===== src/logic/pac_pkg.sv =====
// pixel converter control package: shared constants, types and config fields
// assumes one 40 MHz clock, synchronous active-high reset, no bus in between
package pac_pkg;
    localparam logic [7:0] ADDR_CTRL1 = 8'h01;
    localparam logic [7:0] ADDR_CTRL2 = 8'h02;
    localparam logic [7:0] ADDR_CTRL5 = 8'h05;
    localparam int BIT_ANTI_CORONA = 7;
    localparam int BIT_SATURATE = 5;
    localparam int BIT_DITHER = 3;
    localparam int BIT_DIV_LO = 1;
    localparam int BIT_CDS_GAIN = 5;
    localparam int BIT_ANTI_BLOOM = 3;
    localparam int BIT_ADAPT_BIAS = 1;
    localparam int BIT_RELIN = 1;
    localparam logic [7:0] CTRL1_RESET = 8'h00;
    localparam logic [7:0] CTRL2_RESET = 8'h02;
    localparam logic [7:0] CTRL5_RESET = 8'h00;
    localparam int CLOCKS_PER_CODE = 32;
    localparam logic [3:0] DONE_FALL_DELAY = 4'h6;
    localparam logic [3:0] DONE_RISE_EXTRA = 4'h5;
    localparam logic [12:0] SAT_MAX = 13'h0fff;
    localparam int CODE_W = 13;
    localparam int TIME_W = 24;
    localparam logic [31:0] READOUT_MAX_HZ = 32'd50000000;
    localparam logic [31:0] MCLK_HZ = 32'd40000000;
    localparam int DARK_FIRST = 16;
    localparam int DARK_LAST = 20;

    typedef enum logic [2:0] {
        ST_IDLE = 3'b001,
        ST_LEAD = 3'b010,
        ST_CONV = 3'b100
    } pac_state_type;

    // conversion cycles for one line, in main clocks
    function automatic logic [23:0] conv_cycles(input logic compand, input logic [12:0] eor,
        input logic [12:0] th1, input logic [12:0] th2, input logic [12:0] th3);
        logic [15:0] codes;
        codes = 16'h0000;
        if (compand) begin
            codes = {3'h0, th1} + {4'h0, th2[12:1] - th1[12:1]} + {5'h0, th3[12:2] - th2[12:2]}
                + {6'h0, eor[12:3] - th3[12:3]};
        end else begin
            codes = {3'h0, eor};
        end
        conv_cycles = {3'h0, codes, 5'h00};
    endfunction : conv_cycles
endpackage : pac_pkg


===== src/logic/pac_link_if.sv =====
// carrier between camera controller and sensor conversion control
// assumes both ends share CLK_I
`timescale 1ns/1ps
interface pac_link_if;
    logic sample;
    logic end_adc;
    logic cfg_we;
    logic [7:0] cfg_addr;
    logic [7:0] cfg_data;
    logic [12:0] end_range;
    logic [12:0] th_one;
    logic [12:0] th_two;
    logic [12:0] th_three;
    logic compand;
    modport device (input sample, cfg_we, cfg_addr, cfg_data, end_range, th_one, th_two, th_three, compand,
        output end_adc);
    modport ctrl (output sample, cfg_we, cfg_addr, cfg_data, end_range, th_one, th_two, th_three, compand,
        input end_adc);
endinterface : pac_link_if


===== src/logic/pac_sensor.sv =====
// sensor end: conversion cycle timing, mode latch and configuration bits
// assumes controller drives link synchronously to CLK_I
`timescale 1ns/1ps
module pac_sensor (
    // clock and reset
    input wire logic CLK_I,
    input wire logic RST_I,
    // link
    pac_link_if.device LINK,
    // raw ramp code from the pixel comparators
    input wire logic [12:0] RAW_CODE_I,
    input wire logic RAW_VALID_I,
    // analogue controls
    output logic ANTI_BLOOM_O,
    output logic ANTI_CORONA_O,
    output logic CDS_GAIN4_O,
    output logic ADAPT_BIAS_O,
    output logic [1:0] CLK_DIV_O,
    // status and result
    output logic CONVERTING_O,
    output logic [12:0] PIX_O,
    output logic PIX_VALID_O
);
    logic [7:0] ctrl1_r;
    logic [7:0] ctrl2_r;
    logic [7:0] ctrl5_r;
    pac_pkg::pac_state_type state_r;
    logic sample_d_r;
    logic [3:0] lead_r;
    logic [23:0] remain_r;
    logic compand_r;
    logic [12:0] th1_r;
    logic [12:0] th2_r;
    logic [12:0] th3_r;
    logic [12:0] eor_r;
    logic end_adc_r;
    logic dith_r;
    logic [12:0] lin;
    logic [12:0] out_code;

    ////////////////////////////////////////////////////////////////////////
    always_ff @(posedge CLK_I) begin
        if (RST_I) begin
            ctrl1_r <= pac_pkg::CTRL1_RESET;
            ctrl2_r <= pac_pkg::CTRL2_RESET;
            ctrl5_r <= pac_pkg::CTRL5_RESET;
        end else if (LINK.cfg_we) begin
            case (LINK.cfg_addr)
                pac_pkg::ADDR_CTRL1: ctrl1_r <= LINK.cfg_data;
                pac_pkg::ADDR_CTRL2: ctrl2_r <= LINK.cfg_data;
                pac_pkg::ADDR_CTRL5: ctrl5_r <= LINK.cfg_data;
                default: ;
            endcase
        end
    end

    always_ff @(posedge CLK_I) begin
        if (RST_I) begin
            ANTI_BLOOM_O <= 1'b0;
            ANTI_CORONA_O <= 1'b0;
            CDS_GAIN4_O <= 1'b0;
            ADAPT_BIAS_O <= 1'b0;
            CLK_DIV_O <= 2'h0;
        end else begin
            ANTI_BLOOM_O <= ctrl2_r[pac_pkg::BIT_ANTI_BLOOM];
            ANTI_CORONA_O <= ctrl1_r[pac_pkg::BIT_ANTI_CORONA];
            CDS_GAIN4_O <= ctrl2_r[pac_pkg::BIT_CDS_GAIN];
            ADAPT_BIAS_O <= ctrl2_r[pac_pkg::BIT_ADAPT_BIAS];
            CLK_DIV_O <= ctrl1_r[pac_pkg::BIT_DIV_LO +: 2];
        end
    end

    ////////////////////////////////////////////////////////////////////////
    // strobe taken only in idle; integration and readout live outside
    // this block, so they are free to overlap the conversion
    always_ff @(posedge CLK_I) begin
        if (RST_I) begin
            sample_d_r <= 1'b0;
            state_r <= pac_pkg::ST_IDLE;
            lead_r <= 4'h0;
            remain_r <= 24'h000000;
            end_adc_r <= 1'b1;
            compand_r <= 1'b0;
            th1_r <= 13'h0000;
            th2_r <= 13'h0000;
            th3_r <= 13'h0000;
            eor_r <= 13'h0000;
        end else begin
            sample_d_r <= LINK.sample;
            case (state_r)
                pac_pkg::ST_IDLE: begin
                    if (sample_d_r && !LINK.sample) begin
                        compand_r <= LINK.compand;
                        th1_r <= LINK.th_one;
                        th2_r <= LINK.th_two;
                        th3_r <= LINK.th_three;
                        eor_r <= LINK.end_range;
                        // fall edge is seen one clock late, so five more
                        lead_r <= pac_pkg::DONE_FALL_DELAY - 4'h2;
                        state_r <= pac_pkg::ST_LEAD;
                    end
                end
                pac_pkg::ST_LEAD: begin
                    if (lead_r == 4'h0) begin
                        end_adc_r <= 1'b0;
                        // low for ct+5 clocks; the cycle after this edge is the first of them
                        remain_r <= pac_pkg::conv_cycles(compand_r, eor_r, th1_r, th2_r, th3_r)
                            + {20'h00000, pac_pkg::DONE_RISE_EXTRA} - 24'h000001;
                        state_r <= pac_pkg::ST_CONV;
                    end else begin
                        lead_r <= lead_r - 4'h1;
                    end
                end
                pac_pkg::ST_CONV: begin
                    if (remain_r[23] || remain_r == 24'h000000) begin
                        end_adc_r <= 1'b1;
                        state_r <= pac_pkg::ST_IDLE;
                    end else begin
                        remain_r <= remain_r - 24'h000001;
                    end
                end
                default: state_r <= pac_pkg::ST_IDLE;
            endcase
        end
    end

    assign LINK.end_adc = end_adc_r;

    ////////////////////////////////////////////////////////////////////////
    // undo the companding by doubling every step above th1, dither fills codes between steps
    always_comb begin
        lin = RAW_CODE_I;
        if (compand_r && ctrl5_r[pac_pkg::BIT_RELIN] && RAW_CODE_I > th1_r) begin
            lin = 13'(RAW_CODE_I + (RAW_CODE_I - th1_r));
            if (ctrl1_r[pac_pkg::BIT_DITHER]) begin
                lin = 13'(lin + {12'h000, dith_r});
            end
        end
        out_code = lin;
        if (ctrl1_r[pac_pkg::BIT_SATURATE] && lin > pac_pkg::SAT_MAX) begin
            out_code = pac_pkg::SAT_MAX;
        end else if (!ctrl1_r[pac_pkg::BIT_SATURATE]) begin
            out_code = {1'b0, lin[11:0]};
        end
    end

    always_ff @(posedge CLK_I) begin
        if (RST_I) begin
            dith_r <= 1'b0;
            PIX_O <= 13'h0000;
            PIX_VALID_O <= 1'b0;
            CONVERTING_O <= 1'b0;
        end else begin
            dith_r <= RAW_VALID_I ? ~dith_r : dith_r;
            PIX_VALID_O <= RAW_VALID_I;
            if (RAW_VALID_I) begin
                PIX_O <= out_code;
            end
            CONVERTING_O <= !end_adc_r;
        end
    end
endmodule : pac_sensor


===== src/flat_wrapper.sv =====
// flat-port wrapper written by rule: the top's interface ports become plain ports
module pac_sensor_flat 
  (CLK_I, RST_I, RAW_CODE_I, RAW_VALID_I, ANTI_BLOOM_O, ANTI_CORONA_O, CDS_GAIN4_O, ADAPT_BIAS_O, CLK_DIV_O, CONVERTING_O, PIX_O, PIX_VALID_O, LINK_sample, LINK_cfg_we, LINK_cfg_addr, LINK_cfg_data, LINK_end_range, LINK_th_one, LINK_th_two, LINK_th_three, LINK_compand, LINK_end_adc);
  pac_link_if LINK_i ();
  input wire logic CLK_I;
  input wire logic RST_I;
  input wire logic [12:0] RAW_CODE_I;
  input wire logic RAW_VALID_I;
  output logic ANTI_BLOOM_O;
  output logic ANTI_CORONA_O;
  output logic CDS_GAIN4_O;
  output logic ADAPT_BIAS_O;
  output logic [1:0] CLK_DIV_O;
  output logic CONVERTING_O;
  output logic [12:0] PIX_O;
  output logic PIX_VALID_O;
  input wire logic [$bits(LINK_i.sample)-1:0] LINK_sample;
  input wire logic [$bits(LINK_i.cfg_we)-1:0] LINK_cfg_we;
  input wire logic [$bits(LINK_i.cfg_addr)-1:0] LINK_cfg_addr;
  input wire logic [$bits(LINK_i.cfg_data)-1:0] LINK_cfg_data;
  input wire logic [$bits(LINK_i.end_range)-1:0] LINK_end_range;
  input wire logic [$bits(LINK_i.th_one)-1:0] LINK_th_one;
  input wire logic [$bits(LINK_i.th_two)-1:0] LINK_th_two;
  input wire logic [$bits(LINK_i.th_three)-1:0] LINK_th_three;
  input wire logic [$bits(LINK_i.compand)-1:0] LINK_compand;
  output wire logic [$bits(LINK_i.end_adc)-1:0] LINK_end_adc;
  assign LINK_i.sample = LINK_sample;
  assign LINK_i.cfg_we = LINK_cfg_we;
  assign LINK_i.cfg_addr = LINK_cfg_addr;
  assign LINK_i.cfg_data = LINK_cfg_data;
  assign LINK_i.end_range = LINK_end_range;
  assign LINK_i.th_one = LINK_th_one;
  assign LINK_i.th_two = LINK_th_two;
  assign LINK_i.th_three = LINK_th_three;
  assign LINK_i.compand = LINK_compand;
  assign LINK_end_adc = LINK_i.end_adc;
  pac_sensor u_core (.CLK_I(CLK_I), .RST_I(RST_I), .LINK(LINK_i), .RAW_CODE_I(RAW_CODE_I), .RAW_VALID_I(RAW_VALID_I), .ANTI_BLOOM_O(ANTI_BLOOM_O), .ANTI_CORONA_O(ANTI_CORONA_O), .CDS_GAIN4_O(CDS_GAIN4_O), .ADAPT_BIAS_O(ADAPT_BIAS_O), .CLK_DIV_O(CLK_DIV_O), .CONVERTING_O(CONVERTING_O), .PIX_O(PIX_O), .PIX_VALID_O(PIX_VALID_O));
endmodule

===== config.mk =====
export PLATFORM = sky130hd
export DESIGN_NAME = pac_sensor_flat
export DESIGN_NICKNAME = d
export VERILOG_FILES = /design/src/logic/pac_pkg.sv /design/src/logic/pac_link_if.sv /design/src/logic/pac_sensor.sv /design/src/flat_wrapper.sv
export SDC_FILE = /design/constraint.sdc
export NUM_CORES = 1
export LEC_CHECK = 0
export ABC_AREA = 1
export CAP_MARGIN = 10
export CORE_MARGIN = 5
export CORE_UTILIZATION = 50
export DETAILED_ROUTE_END_ITERATION = 8
export DONT_BUFFER_PORTS = 1
export GPL_TIMING_DRIVEN = 0
export SYNTH_ARGS = -nofsm -noshare
export SYNTH_HDL_FRONTEND = slang
export SYNTH_SLANG_ARGS = --single-unit

===== constraint.sdc =====
create_clock -name CLK_I -period 8.6 [get_ports CLK_I]
set_input_delay 0.86 -clock CLK_I [delete_from_list [all_inputs] [get_ports CLK_I]]
set_output_delay 0.86 -clock CLK_I [all_outputs]
set_load 0.05 [all_outputs]

==> results of run 1 <==
-- state kept, by name, indices dropped and copies added (netlist names), 2 cells and up --
register	flops
u_core.remain_r	24
u_core.PIX_O	13
u_core.eor_r	13
u_core.th1_r	13
u_core.th2_r	12
u_core.th3_r	11
u_core.ctrl1_r	5
u_core.lead_r	4
u_core.ctrl2_r	3
u_core.state_r	3
u_core.CLK_DIV_O	2
-- layer usage --
| layer | vias to the layer above | global-route usage | part of all wire |
|---|---|---|---|
| met5 | - | 0 | 0 |
| met4 | 0 | 0.0689 | 0.016 |
| met3 | 26 | 0.0456 | 0.051 |
| met2 | 192 | 0.410 | 0.46 |
| met1 | 3687 | 0.351 | 0.48 |
| li1 | 4259 | - | - |
-- area by class of cell --
class | instances | area [sq um] | share of cell area
sequential | 114 | 2280 | 0.234
tap | 225 | 282 | 0.0289
buffer | 36 | 170 | 0.0175
clock buffer | 17 | 425 | 0.0437
antenna | 1 | 2.50 | 0.000257
multi-input combinational | 934 | 5780 | 0.594
inverter | 179 | 672 | 0.0690
clock inverter | 15 | 126 | 0.0130
-- Yosys cell counts (3+ instances only) --
library cell / count / area (sq um)
sky130_fd_sc_hd__nand2_1: 180 / 676
sky130_fd_sc_hd__inv_1: 172 / 646
sky130_fd_sc_hd__a21oi_1: 141 / 706
sky130_fd_sc_hd__nor2_1: 128 / 480
sky130_fd_sc_hd__o21ai_0: 126 / 631
sky130_fd_sc_hd__dfxtp_1: 114 / 2280
sky130_fd_sc_hd__ha_1: 85 / 1060
sky130_fd_sc_hd__nand3_1: 53 / 265
sky130_fd_sc_hd__xor2_1: 33 / 289
sky130_fd_sc_hd__clkbuf_1: 31 / 116
sky130_fd_sc_hd__xnor2_1: 23 / 201
sky130_fd_sc_hd__nor3_1: 17 / 85.1
sky130_fd_sc_hd__fa_1: 16 / 320
sky130_fd_sc_hd__a31oi_1: 14 / 87.6
sky130_fd_sc_hd__nand4_1: 12 / 75.1
sky130_fd_sc_hd__a21oi_4: 11 / 179
sky130_fd_sc_hd__nand2_2: 11 / 68.8
sky130_fd_sc_hd__o211ai_1: 10 / 75.1
sky130_fd_sc_hd__a21o_1: 9 / 67.6
sky130_fd_sc_hd__a211oi_1: 8 / 60.1
sky130_fd_sc_hd__nand3b_1: 6 / 45.0
sky130_fd_sc_hd__nor4_1: 6 / 37.5
sky130_fd_sc_hd__inv_2: 5 / 18.8
sky130_fd_sc_hd__nand3_2: 4 / 40.0
sky130_fd_sc_hd__nor2_2: 4 / 25.0
sky130_fd_sc_hd__or2_2: 4 / 25.0
sky130_fd_sc_hd__nor2_4: 3 / 33.8
sky130_fd_sc_hd__o2111ai_1: 3 / 26.3
sky130_fd_sc_hd__o21a_1: 3 / 22.5
sky130_fd_sc_hd__o21ai_1: 3 / 15.0
sky130_fd_sc_hd__o22ai_1: 3 / 18.8
-- power groups by stage --
stage	registers, mW	clock network [mW]	logic [mW]
final	0.581	0.660	1.11
after CTS	0.581	0.670	1.11
after detailed placement	0.592	0	1.10
after global placement	0.592	0	1.09
after floorplan	0.586	0	0.871
after global routing	0.583	0.695	1.28
-- worst reg2reg max path: cells and delay by family, from the launching register on --
kind / cells / cell delay (ns)
AND/OR/NAND/NOR: 3 / 0.30
flip-flops: 1 / 0.45
buffers and inverters: 4 / 0.26
adder cells (fa/ha/maj): 5 / 1.83
AO/OA/AOI/OAI: 10 / 1.87
XOR/XNOR: 2 / 0.38
-- per-stage QoR --
| stage | setup WS [ns] | hold slack [ns] | cells | area, sq um | util |
|---|---|---|---|---|---|
| 4_1_cts | 3.39 | 0.425 | 1520 | 9740 | 0.559 |
| 3_5_place_dp | 3.44 | 0.415 | 1488 | 9190 | 0.528 |
| 2_1_floorplan | 4.25 | 0.400 | 1263 | 8910 | - |
| 3_3_place_gp | 3.45 | 0.410 | 1488 | 9190 | 0.528 |
| 5_1_grt | 2.88 | 0.443 | 1521 | 9740 | 0.559 |
| 6_report | 3.38 | 0.419 | 1521 | 9740 | 0.559 |
-- layout by cell type, fill, tap and decap left out, types with 14 or more instances in the layout --
master	count
sky130_fd_sc_hd__dfxtp_1	114
sky130_fd_sc_hd__a21oi_1	141
sky130_fd_sc_hd__fa_1	16
sky130_fd_sc_hd__ha_1	85
sky130_fd_sc_hd__xor2_1	33
sky130_fd_sc_hd__nand2_1	180
sky130_fd_sc_hd__inv_1	172
sky130_fd_sc_hd__a31oi_1	14
sky130_fd_sc_hd__nand3_1	53
sky130_fd_sc_hd__clkbuf_16	17
sky130_fd_sc_hd__nor3_1	17
sky130_fd_sc_hd__xnor2_1	23
sky130_fd_sc_hd__o21ai_0	126
sky130_fd_sc_hd__clkbuf_1	31
sky130_fd_sc_hd__nor2_1	128
-- logic make-up (layout without fill, tap and decap cells) --
group                    after synthesis  count (layout)  share of synthesized area
flip-flops                           114             114                      0.256
other                                  0               1                          0
XOR/XNOR                              57              57                     0.0569
adder cells (fa/ha/maj)              101             101                      0.155
AO/OA/AOI/OAI                        339             339                      0.219
AND/OR/NAND/NOR                      437             437                      0.218
buffers and inverters                215             247                     0.0945
-- path summary, 6_finish.rpt --
path | end | start | slack (ns)
min reg2reg | u_core.CLK_DIV_O[0] | u_core.ctrl1_r[1] | 0.42
max | u_core.remain_r[17] | u_core.th1_r[1] | 3.38
max reg2reg | u_core.remain_r[17] | u_core.th1_r[1] | 3.38
min | u_core.CLK_DIV_O[0] | u_core.ctrl1_r[1] | 0.42
==> results list, run 1 <==
- Once the clock tree was built, the setup fixing pass inserted 0 buffers.
* Level count of the clock H-tree: 4
* CTS tree: yes
* Worst Clk Skew: 0.00952 ns
- Number of clock sinks: 114
- The later pin in the worst-skew pair is clocked with a latency of 0.43 ns.
- Worst-path cell chain: ha_1 > inv_1 > fa_1 > a31oi_1 > o21ai_0 > a21oi_1 > o21ai_0 > xor2_1 > inv_1 > ha_1 > a21oi_1 > inv_1 > a31oi_1 > xor2_1 > fa_1 > inv_1 > ha_1 > a21oi_1 > o211ai_1 > a31oi_1 > or2_2 > nand3_1 > nand2_1 > a21oi_1
- STA classifies the critical path endpoint as a flip-flop.
- Share of layout cells above drive strength 1: 0.0641
* Synthesis-stage register bit count: 114
- Reported net switching power: 0.998 mW
* Most used flip-flop cell after synthesis: sky130_fd_sc_hd__dfxtp_1
* Maximum vdd drop: 0.218 mV
- Power per cell area: 242 nW/um^2
- Maximum number of pins on one net before global-route repair: 17
- Worst Path Buf+Inv: 4
* Maximum achievable frequency: 191 MHz
- Total negative slack for setup checks: 0 ns
- Fillcell total: 1738
* Post-Syn Area per Cell: 7.05 sq um
- Switching portion of total power: 0.424
* Relative contribution of sequential cells to total power: 0.247
- Layout overhead on the synthesized area: 9.38%
- After detailed routing, the average wire length per cell comes to 16.8 microns.
- In this run the worst path has a maximum fanout of 7.
- The number of max-slew violations in the final report came to 0.
- For this run, design rule violations remaining after detail routing come to 0.
- Largest stage delay on the critical path: 0.56 ns
- Detailed router's first-iteration violation count: 508
- # rows: 48
- The floorplan step set the die height to 143 microns.
- Count of different cell masters after synthesis: 52
* CP top delay family: compound AO/OA/AOI/OAI gates
- Post-Synthesis Cell Area: 8910 sq um
- Logic depth of the worst setup path including buffers: 24
* TritonCTS Buffers: 17
- Summing internal, switching and leakage power gives 2.35 mW.
* Final WL: 25.5 mm
- Via count of the routed design: 8164
- Hold WC Path Type: reg2reg
- Combinational Power Share: 0.473
- Wire length of the first global-routing pass: 40.5 mm
- Setup repair after global routing left no endpoint under its margin.
- Via count of the first global-routing pass: 7580
- Setup violations remaining at the end of the flow were counted as 0.
- In this run, synthesis inferred 0 flip-flops with an integrated enable.
* Lkg Pwr: 4.43 nW
- Of the total power, the clock network draws 0.280.
- For this run the aggregate overflow at the end of global routing stands at 0.
- Category of the critical setup timing path: reg2reg
- After clock tree synthesis, the clock-pin slew on the worst setup and hold paths is 0.06 ns.
- Before antenna repair, the detailed router went through 5 iterations.
* Final ANT Viol Nets: 0
- HPWL after detailed placement: 20.8 mm
- The number of antenna violations at the first check in global routing was 1.
- Across every metal layer, demand over resource in global routing totals 0.254.
* Post-route fraction of the period consumed by the critical path: 0.607
- After detailed routing, the number of vias per cell comes to 5.37.
- CP Data Required Time: 8.92 ns
* Critical Path AT: 5.54 ns
- Synthesis produced a netlist whose cell count is 1263.
- Floorplan Core Area: 17400 sq um
- Max-cap violations in this run came to 0.
- Cts hold-fix bufs: 0
- Number of cells traversed by the worst register-to-register path: 24
* Nets: 1470
- The die covers 20600 sq um.
- Among all stages on the critical path, the largest delay is contributed by sky130_fd_sc_hd__fa_1.
* Slew at the pin closest to its max-slew limit: 0.704 ns
* Post-synthesis sequential area ratio: 0.256
* Global placement routability congestion: 0.936
* I/O pin total: 109
* Warning count from the yosys run: 0
- Buffers placed on the I/O ports in this run total 0.
* Starting density of the core: 0.511
* Final critical-path required period: 5.22 ns
- In this run the deepest clock path goes through 2 buffers.
- Synth async-reset ratio: 0
- Remaining max-slew budget at the tightest pin: 0.526
* CTS Root Cell: sky130_fd_sc_hd__clkbuf_16
- Hold path depth: 2
- Internal power comes to 1.36 mW.
* CTS resizes: 0
* Sort of element at the start of the critical path: flip-flop
- When the netlist entered floorplanning its net count stood at 1451.
* Status: finished clean
- Number of hold violations in the final report: 0
- From left edge to right edge, the die measures 143 microns.
Power figures use the tool's default switching activity.
==> inputs of run 2 (changes only) <==
- PLACE_DENSITY: default -> 0.68
- clock period: 8.6 -> 4.6 ns (I/O delays scaled with it)
==> results list, run 2 (synthesis results as in run 1) <==
* Status: finished clean
- The first-iteration detailed-routing DRC count was 524 (+3.1%).
- Register bank with the most flops: u_core.remain_r
- The post-layout net count is 1482 (+0.82%).
* Share of layout cells above drive strength 1: 0.135 (+0.0713)
* Antenna violations before repair: 2 (+1)
* Category of the critical setup timing path: reg2reg
* Via count of the first global-routing pass: 7767 (+2.5%)
- HPWL after detailed placement: 20.0 mm (-4.2%)
- Length of the first detailed-routing pass in iterations: 6 (+1)
- The number of buffers inserted during clock tree synthesis was 17 (unchanged).
* Maximum achievable frequency: 221 MHz (+16%)
- The initial core utilization was 0.511 (unchanged).
- The longest individual stage delay on the worst path came to 0.45 ns (-0.11 ns).
- The post-layout total power came to 5.30 mW (+130%).
- CTS tree: yes
- WL per Instance: 16.8 microns (+0.13%)
* Hold path depth: 2 (unchanged)
- The final routed wirelength across all metal layers came to 25.8 mm (+0.92%).
- The worst hold path terminates at u_core.sample_d_r.
- The utilization of the core after routing came to 0.594 (+0.0348).
- The via density per instance was 5.55 (+3.4%).
* Critical path's slowest cell: sky130_fd_sc_hd__fa_1
- The clock-pin slew of the registers on the worst-case setup and hold paths came to 0.06 ns (about the same).
- Worst r2r dst: u_core.remain_r[18]
* Origin of the critical flop-to-flop path: u_core.th1_r[2]
* Slew at the pin closest to its max-slew limit: 0.663 ns (-0.0418 ns)
* Maximum vdd drop: 0.396 mV (+82%)
- Port Buf Inserts: 0 (unchanged)
- The core region area is 17400 sq um (unchanged).
- Die boundary height: 143 microns (unchanged)
- Final max-slew violation count: 0 (unchanged)
* Min-Delay Startpoint: LINK_sample
* Number of cells traversed by the worst register-to-register path: 26 (+8.3%)
- The first-pass GRT wire length was 39.7 mm (-2.0%).
- Most prevalent standard cell on the critical path: sky130_fd_sc_hd__inv_2
* Critical Path End Type: flip-flop
- MaxCap Viol Count: 0 (unchanged)
- Via count of the routed design: 8511 (+4.3%)
- Maximum fanout along the worst path: 6 (-1)
- Final ANT Viol Nets: 0 (unchanged)
- The H-tree depth came to 4 (unchanged).
- Remaining max-slew budget at the tightest pin: 0.555 (+0.0288)
- The die area is 20600 sq um (unchanged).
- The final design area excluding fillers came to 10300 sq um (+6.2%).
- CTS Root Cell: sky130_fd_sc_hd__clkbuf_16
- The clock sink count was 114 (unchanged).
- The placement-stage cell area came to 9190 sq um (unchanged).
- I/O pin total: 109 (unchanged)
- Global placement routability congestion: 0.958 (+2.4%)
- The worst hold slack is 0.140 ns (-0.279 ns).
* Buffers from clock root to sink, at most: 2 (unchanged)
* Clock insertion delay at the later pin of the skew report: 0.43 ns (about the same)
- Maximum number of pins on one net before global-route repair: 17 (unchanged)
* Power per cell area: 512 nW/um^2 (+110%)
- The number of flip-flops under the largest register name is 24 (unchanged).
- The horizontal die dimension came to 143 microns (unchanged).
- The arrival time reported for the critical path endpoint is 4.88 ns (-0.66 ns).
* Leading cell types in the layout, fill and taps excluded: 175 x sky130_fd_sc_hd__nand2_1, 158 x sky130_fd_sc_hd__inv_1, 126 x sky130_fd_sc_hd__a21oi_1
- The overall fraction of global-route tracks in use is 0.246 (-0.00819).
- The worst setup path is launched from a flip-flop.
- Lkg Pwr: 4.57 nW (+3.1%)
- Layout overhead on the synthesized area: 16.2%
- CP Data Required Time: 4.96 ns (-3.96 ns)
- The worst hold path belongs to the class in2reg.
* Number of remaining DRC errors: 0 (unchanged)
- Register-to-Register Setup Slack: 0.08 ns (-3.30 ns)
- The placement row count is 48 (unchanged).
- The final global-route overflow total was 0 (unchanged).
* Worst Clk Skew: 0.00926 ns (-0.000256 ns)
* Setup Viol. Count Final: 0 (unchanged)
* Number of hold violations in the final report: 0 (unchanged)
* Post-route fraction of the period consumed by the critical path: 0.983 (+0.375)
- Leading cell type in the layout, fill and taps excluded: sky130_fd_sc_hd__nand2_1
- Final critical-path required period: 4.52 ns (-0.702 ns)
==> run 2: cell count changes in the layout (fill, tap and decap cells not counted), sizes merged <==
cell | previous run | this run
clkinvlp | 5 | 1
buf | 5 | 17
inv | 183 | 188
clkinv | 6 | 4
bufinv | 0 | 1
==> run 2: worst max path at each step <==
stage,startpoint,end,cells past startpoint
2_1_floorplan,u_core.th1_r[1],u_core.remain_r[17],26
3_3_place_gp,u_core.th1_r[1],u_core.remain_r[17],24
3_5_place_dp,u_core.th1_r[1],u_core.remain_r[17],24
4_1_cts,u_core.th1_r[3],u_core.remain_r[14],27
5_1_grt,u_core.th1_r[2],u_core.remain_r[18],26
6_report,u_core.th1_r[2],u_core.remain_r[18],26
==> run 2: cell type report <==
class | instances | area [sq um]
clock inverters | 15 | 156
well taps | 225 | 282
inverters | 179 | 677
plain buffers | 36 | 170
flip-flops and latches | 114 | 2290
diodes | 1 | 2.50
multi-input cells | 934 | 6250
repair buffers | 12 | 93.8
clock buffers | 17 | 425
fillers | 1592 | 7070
==> run 2: what timing repair did <==
| action | in CTS | in global routing |
|---|---|---|
| endpoints found under the setup margin | 7 | 8 |
| buffers inserted | 5 | 7 |
| resized for setup | 31 | 81 |
| pin swaps | 8 | 34 |
| hold buffers | 0 | 0 |
==> run 2: stage by stage <==
stage	cells	worst slack, ns	TNS (ns)
2_1_floorplan	1263	0.252	0
3_3_place_gp	1488	-0.377	-1.61
3_5_place_dp	1488	-0.443	-1.89
4_1_cts	1525	0.00211	0
5_1_grt	1532	-0.137	-0.411
6_report	1533	0.0794	0
==> run 2: critical path, delay by kind of cell, from the launching register on <==
kind / cells / cell delay (ns)
simple gates: 5 / 0.52
buf+inv: 5 / 0.36
compound gates: 9 / 1.42
fa+ha+maj: 4 / 1.23
flops: 1 / 0.37
xor+xnor: 3 / 0.52
==> run 2: report_power, final <==
| part | total, mW | switching, mW | internal, mW |
|---|---|---|---|
| Clock | 1.33 | 0.560 | 0.766 |
| Combinational | 2.88 | 1.64 | 1.24 |
| Sequential | 1.09 | 0.0629 | 1.03 |
==> run 2: routing by layer <==
layer,part of all wire,vias up,global-route usage
met5,0.00050,-,0
met4,0.026,2,0.0763
met3,0.060,53,0.0509
met2,0.45,257,0.393
met1,0.46,3906,0.334
li1,-,4293,-
